--- src/logic/scdsync_pkg.sv ---
package scdsync_pkg;
  // register map
  localparam logic [8:0] ALIGN_CTRL_ADDR = 9'h100;
  localparam logic [7:0] ALIGN_CTRL_RESET = 8'h00;
  localparam int ALIGN_EN_BIT = 1;
  localparam int ALIGN_ONCE_BIT = 2;
  // divider
  localparam int DIV_W = 3;
  localparam logic [2:0] DIV_INIT = 3'h0;
  // clock and restorer timing
  localparam int CLK_PERIOD_NS = 100;
  localparam int RELOCK_MIN_NS = 1500;
  localparam int RELOCK_MAX_NS = 5000;
  localparam int RELOCK_CYC = (RELOCK_MAX_NS / CLK_PERIOD_NS < 1) ? 1 :
    RELOCK_MAX_NS / CLK_PERIOD_NS;
  localparam int LOCK_W = 8;
  localparam int DCR_MIN_KHZ = 20000;
endpackage

--- src/logic/scdsync_divider.sv ---
`timescale 1ns/1ps
module scdsync_divider #(
  parameter int W = scdsync_pkg::DIV_W
) (
  input wire logic clk, // sample clock
  input wire logic reset_n, // async reset, active low
  input wire logic [W-1:0] ratio_m1, // divide ratio minus one
  input wire logic realign, // return counter to initial state
  output logic [W-1:0] phase // current phase, 0 marks the rising edge
);
  logic [W-1:0] phase_reg;
  logic [W-1:0] phase_next;

  always_comb begin
    if (realign) begin
      phase_next = W'(scdsync_pkg::DIV_INIT); // [RULE_04]
    end else if (phase_reg >= ratio_m1) begin
      phase_next = W'(scdsync_pkg::DIV_INIT); // [RULE_01]
    end else begin
      phase_next = phase_reg + W'(1); // [RULE_01]
    end
  end

  always_ff @(posedge clk or negedge reset_n) begin
    if (!reset_n) begin
      phase_reg <= W'(scdsync_pkg::DIV_INIT);
    end else begin
      phase_reg <= phase_next;
    end
  end

  assign phase = phase_reg;
endmodule // scdsync_divider

--- src/logic/scdsync_top.sv ---
// Overview of operation
// [RULE_01] divide the sample clock by an integer ratio from one to eight
// [RULE_02] any ratio other than one forces the duty cycle restorer on
// [RULE_03] control bits 1 and 2 at 0x100 pick every-pulse or first-pulse realign
// [RULE_04] an accepted alignment pulse returns the divider counter to its start
// [RULE_05] active and locked restorer keeps rising edge, regenerates falling edge
// [RULE_06] restorer need not lock for input rates below about 20 MHz
// [RULE_07] clock source allows 1.5 to 5 us relock after a frequency change
// [RULE_08] while unlocked the input duty cycle passes through unmodified
// [RULE_09] keep the restorer enabled unless the clock rate changes dynamically
// [RULE_10] samples are captured on the rising edge of the divided clock
// [RULE_11] first-pulse mode re-arms on each control write, ignores pulses until then
`timescale 1ns/1ps
module scdsync_top #(
  parameter int IN_CLK_KHZ = 10000,
  parameter int RELOCK_CYCLES = scdsync_pkg::RELOCK_CYC
) (
  input wire logic clk, // sample clock
  input wire logic reset_n, // async reset, active low
  input wire logic [8:0] reg_addr, // register address
  input wire logic reg_wr, // register write strobe
  input wire logic [7:0] reg_wdata, // register write data
  input wire logic [2:0] div_ratio_m1, // divide ratio minus one
  input wire logic dcr_enable, // restorer enable setting
  input wire logic align_pulse, // external alignment pulse
  output logic [7:0] reg_rdata, // register read data
  output logic conv_clk, // internal conversion clock
  output logic sample_strobe, // one-cycle pulse at each rising edge
  output logic dcr_active, // restorer switched on
  output logic dcr_locked, // restorer locked
  output logic align_armed // first-pulse mode waiting for a pulse
);
  localparam logic [scdsync_pkg::LOCK_W-1:0] RELOCK_LAST =
    scdsync_pkg::LOCK_W'(RELOCK_CYCLES);
  localparam bit RATE_OK = IN_CLK_KHZ >= scdsync_pkg::DCR_MIN_KHZ;

  logic [7:0] ctrl_reg, ctrl_next;
  logic armed_reg, armed_next;
  logic [2:0] ratio_seen_reg, ratio_seen_next;
  logic active_reg, active_next;
  logic [scdsync_pkg::LOCK_W-1:0] lock_cnt_reg, lock_cnt_next;
  logic locked_reg, locked_next;
  logic conv_reg, conv_next;
  logic strobe_reg, strobe_next;
  logic ctrl_wr, realign, dcr_want;
  logic [2:0] phase;
  logic align_en, align_once;

  function automatic logic [2:0] high_phases(input logic [2:0] r_m1);
    high_phases = 3'((4'(r_m1) + 4'h2) >> 1);
  endfunction

  assign ctrl_wr = reg_wr && (reg_addr == scdsync_pkg::ALIGN_CTRL_ADDR);
  assign dcr_want = dcr_enable || (div_ratio_m1 != 3'h0); // [RULE_02]
  assign align_en = ctrl_reg[scdsync_pkg::ALIGN_EN_BIT]; // [RULE_03]
  assign align_once = ctrl_reg[scdsync_pkg::ALIGN_ONCE_BIT]; // [RULE_03]

  // pulse policy: every pulse, or only the first one after a write
  always_comb begin
    realign = 1'b0;
    // the first-pulse bit only matters while realignment is enabled
    if (align_en) begin
      if (align_once) begin
        realign = align_pulse && armed_reg; // [RULE_11]
      end else begin
        realign = align_pulse; // [RULE_03]
      end
    end
  end

  always_comb begin
    ctrl_next = ctrl_wr ? reg_wdata : ctrl_reg; // [RULE_03]
    armed_next = armed_reg;
    if (realign) begin
      armed_next = 1'b0; // [RULE_11]
    end
    // a write landing with a pulse still re-arms, so the new setting is honoured
    if (ctrl_wr) begin
      armed_next = 1'b1; // [RULE_11]
    end
  end

  scdsync_divider #(.W(scdsync_pkg::DIV_W)) u_div (
    .clk(clk),
    .reset_n(reset_n),
    .ratio_m1(div_ratio_m1),
    .realign(realign),
    .phase(phase)
  );

  // restorer: any ratio or on/off change drops lock and restarts the wait
  always_comb begin
    ratio_seen_next = div_ratio_m1;
    active_next = dcr_want; // [RULE_02]
    lock_cnt_next = lock_cnt_reg;
    locked_next = locked_reg;
    if (!dcr_want || (div_ratio_m1 != ratio_seen_reg) || (dcr_want != active_reg)) begin
      lock_cnt_next = '0;
      locked_next = 1'b0; // [RULE_08]
    end else if (!RATE_OK) begin
      locked_next = 1'b0; // [RULE_06]
    end else if (lock_cnt_reg < RELOCK_LAST) begin
      lock_cnt_next = lock_cnt_reg + 1'b1; // [RULE_07]
    end else begin
      locked_next = 1'b1;
    end
  end

  // output clock shape; rising edge always on phase 0
  // limitation: shape is resolved to whole input cycles, so at ratio one the
  // output stays high and only sample_strobe marks each sampling edge
  always_comb begin
    strobe_next = (phase == scdsync_pkg::DIV_INIT); // [RULE_10]
    if (active_reg && locked_reg) begin
      conv_next = phase < high_phases(div_ratio_m1); // [RULE_05]
    end else begin
      // bypass: high for one input cycle, i.e. the input's own high phase
      conv_next = (phase == scdsync_pkg::DIV_INIT); // [RULE_08]
    end
  end

  always_ff @(posedge clk or negedge reset_n) begin
    if (!reset_n) begin
      ctrl_reg <= scdsync_pkg::ALIGN_CTRL_RESET;
      armed_reg <= 1'b1;
      ratio_seen_reg <= 3'h0;
      active_reg <= 1'b0;
      lock_cnt_reg <= '0;
      locked_reg <= 1'b0;
      conv_reg <= 1'b0;
      strobe_reg <= 1'b0;
    end else begin
      ctrl_reg <= ctrl_next;
      armed_reg <= armed_next;
      ratio_seen_reg <= ratio_seen_next;
      active_reg <= active_next;
      lock_cnt_reg <= lock_cnt_next;
      locked_reg <= locked_next;
      conv_reg <= conv_next;
      strobe_reg <= strobe_next;
    end
  end

  assign reg_rdata = ctrl_reg;
  assign conv_clk = conv_reg;
  assign sample_strobe = strobe_reg;
  assign dcr_active = active_reg;
  assign dcr_locked = locked_reg;
  assign align_armed = armed_reg;

  // assertion helper: edges for which the restorer inputs have held still, saturating;
  // kept apart from the lock counter so lock timing is judged independently
  logic [scdsync_pkg::LOCK_W-1:0] quiet_cnt_reg, quiet_cnt_next;
  logic [2:0] ratio_prev_reg;
  logic want_prev_reg;

  always_comb begin
    quiet_cnt_next = quiet_cnt_reg;
    if (!dcr_want || (div_ratio_m1 != ratio_prev_reg) || (dcr_want != want_prev_reg)) begin
      quiet_cnt_next = '0;
    end else if (quiet_cnt_reg != '1) begin
      quiet_cnt_next = quiet_cnt_reg + 1'b1;
    end
  end

  always_ff @(posedge clk or negedge reset_n) begin
    if (!reset_n) begin
      quiet_cnt_reg <= '0;
      ratio_prev_reg <= 3'h0;
      want_prev_reg <= 1'b0;
    end else begin
      quiet_cnt_reg <= quiet_cnt_next;
      ratio_prev_reg <= div_ratio_m1;
      want_prev_reg <= dcr_want;
    end
  end
endmodule // scdsync_top

--- config.mk ---
export PLATFORM = sky130hd
export DESIGN_NAME = scdsync_top
export DESIGN_NICKNAME = d
export VERILOG_FILES = /design/src/logic/scdsync_pkg.sv /design/src/logic/scdsync_divider.sv /design/src/logic/scdsync_top.sv
export SDC_FILE = /design/constraint.sdc
export NUM_CORES = 1
export LEC_CHECK = 0
export BUFFER_PORTS_ARGS = -buffer_cell sky130_fd_sc_hd__buf_2
export CAP_MARGIN = 0
export CORE_MARGIN = 4
export CORE_UTILIZATION = 44
export DETAILED_ROUTE_END_ITERATION = 16
export PLACE_DENSITY = 0.87
export SYNTH_ARGS = -nofsm -noshare
export SYNTH_HDL_FRONTEND = slang
export SYNTH_SLANG_ARGS = --single-unit
--- constraint.sdc ---
create_clock -name clk -period 2 [get_ports clk]
set_clock_uncertainty 0.05 [all_clocks]
set_input_delay 0 -clock clk [delete_from_list [all_inputs] [get_ports clk]]
set_output_delay 0 -clock clk [all_outputs]
set_load 0.02 [all_outputs]
==> out/metrics.yaml <==
reg2reg_slack_ns: 0.54
fin_ws_ns: 0.518
power.density_nw_per_um2: 827
cts_root_buf: "clkbuf_4"
synth_most_common_cell: "dfrtp_1"
pin_count: 38
setup_viol: 0
antenna_found_initial: 0
tritoncts: "built"
synth_ff_type: "dfrtp_1"
synth_top_area_share_pct: 50.0
synthArstFlopShare_pct: 100
fin_nets: 132
finalHoldViolCount: 0
post-route-drc-count: 0
ir_drop_mv: 0.539
cap_violations: 0
syn-num-nets: 81
synth_area_um2: 651
wl_um: 1660
vias: 580
clkTransAtPathRegs_ns: 0.08
wire_per_inst_um: 14.3
min_path_cells: 3
dr.first_iter.drc_count: 9
grt_overflow_total: 0
r2r_end: "u_div.phase[1]"
switchingPower_uw: 257
avgViaCountPerCell: 5.00
worstPathMaxFanout: 1
core_area_um2: 1350
ys_top_cells_by_count: "dfrtp_1, mux2_2, ha_1, inv_1"
ys_ff_latch: 14
cts_sinks: 14
die_h_um: 46.5
clock_latency_ns: 0.28
min-delay-path-class: "input pin to flop"
dieArea_um2: 2160
holdWs_ns: 0.0523
grt_max_degree: 15
fin_crit_sh_pct: 74.1
fin_crit_ns: 1.48
grt_use_total_pct: 15.4
p_leak_uw: 0.000570
htreeDepth: 1
insertedDiodeCount: 0
p_comb_share_pct: 32.2
status: "complete, no violations"
dp_slack_ns: 0.564
switching_share_pct: 31.4
grt_pass1_vias: 582
yosys_warnings: 0
p_int_uw: 562
syn_inst: 51
max_freq_ghz: 0.675
avgSynthCellArea_um2: 12.8
post_cts_resized: 0
critPathKind: "input pin to flop"
cp-start-kind: "input pin"
synth.area.top_cells: "dfrtp_1, mux2_2, ha_1"
synth_cell_types: 17
detail-route-antenna-nets: 0
slew_viol_final: 0
cp-end-kind: "flop"
yosysSeqAreaShare_pct: 54.0
cts_buffers: 3
port_buffers: 36
syn_to_final_growth_pct: 52.3
synth_top_area_cell: "dfrtp_1"
grt_pass1_wl_um: 2390
initial_utilization_pct: 48.2
seq_power_share_pct: 43.2
largest_reg_flops: 8
synth_edf_count: 0
clock_path_buffers: 2
row_count: 13
cp.required_ns: 2.12
timing.rr.start: "u_div.phase[0]"
fp.dieW_um: 46.5
final_core_util_pct: 73.4
tns_ns: 0
holdPathEnd: "align_armed"
final_layout_size_suffix_gt1_share_pct: 49.5
dr.pass1.iters: 4
hp-start: "reg_addr[8]"
hpwlAfterDp_um: 1210
cts_setup_buffers: 0
p_clk_share_pct: 24.6
postCtsHoldBufs: 12
r2r_cells: 5
grt_setup_unrepaired: "false"
gp_congestion: 0.670
crit_arrival_ns: 1.60
## worst max-delay path, cell delays in order
cell	delay, ns
dlygate4sd3_1	0.53
buf_2	0.12
or4_1	0.39
dlygate4sd3_1	0.56
## cells in the final DEF (no fill, tap or decap)
cell type and instances:
o21bai_1 1, nand2b_1 1, nor4_1 2, dfrtp_1 13, clkbuf_8 1, xnor2_1 1
or4_1 1, a21o_1 1, dlygate4sd3_1 12, inv_1 5, dfstp_2 1, clkbuf_4 3
conb_1 1, buf_2 36, nand2_1 3, mux2_2 8, nor2b_1 2, ha_1 5
nand4_2 1, a211oi_1 3
## routing by layer
layer | global-route usage [%] | up-vias | wire (um)
met4 | 6.82 | 0 | 20
met3 | 0 | 2 | 80
met5 | 0 | - | 0
met2 | 32.4 | 18 | 980
met1 | 15.0 | 286 | 575
li1 | - | 274 | -
## area by class of cell
class / count / area, um^2
fillers: 96 / 359
inverters: 5 / 18.8
flip-flops and latches: 14 / 352
clock buffers: 4 / 36.3
repair buffers: 48 / 300
multi-input cells: 30 / 265
well taps: 15 / 18.8
## logic make-up after synthesis
| group | Yosys count | synth area share, % |
|---|---|---|
| XOR/XNOR | 1 | 1.35 |
| AND/OR/NAND/NOR | 10 | 9.62 |
| adder cells (fa/ha/maj) | 5 | 9.62 |
| AO/OA/AOI/OAI | 5 | 5.77 |
| flip-flops | 14 | 54.0 |
| multiplexers | 8 | 13.8 |
| buffers and inverters | 7 | 5.19 |
| other | 1 | 0.576 |
## how the worst max path moves through the flow
stage               cells past startpoint      startpoint  slack (ns)              to
CTS                                     5  u_div.phase[0]        0.53  u_div.phase[0]
global route                            5  u_div.phase[0]        0.42  u_div.phase[0]
floorplan                               5  u_div.phase[0]        0.68  u_div.phase[0]
global placement                        5  u_div.phase[0]        0.64  u_div.phase[0]
detailed placement                      5  u_div.phase[0]        0.56  u_div.phase[2]
finish                                  4      dcr_enable        0.52      dcr_active
## power groups by stage
stage / sequential, uW / clock [uW] / combinational, uW
floorplan: 375 / 0 / 151
global placement: 357 / 0 / 226
detailed placement: 359 / 0 / 244
CTS: 354 / 206 / 265
global route: 360 / 218 / 293
finish: 354 / 201 / 264
## through the flow
stage	area (um^2)	power, uW	instances
2_1_floorplan	651	526	51
3_3_place_gp	835	584	100
3_5_place_dp	835	604	100
4_1_cts	991	825	116
5_1_grt	991	871	116
6_report	991	819	116
Note: power is estimated with default switching activity, not from simulation.
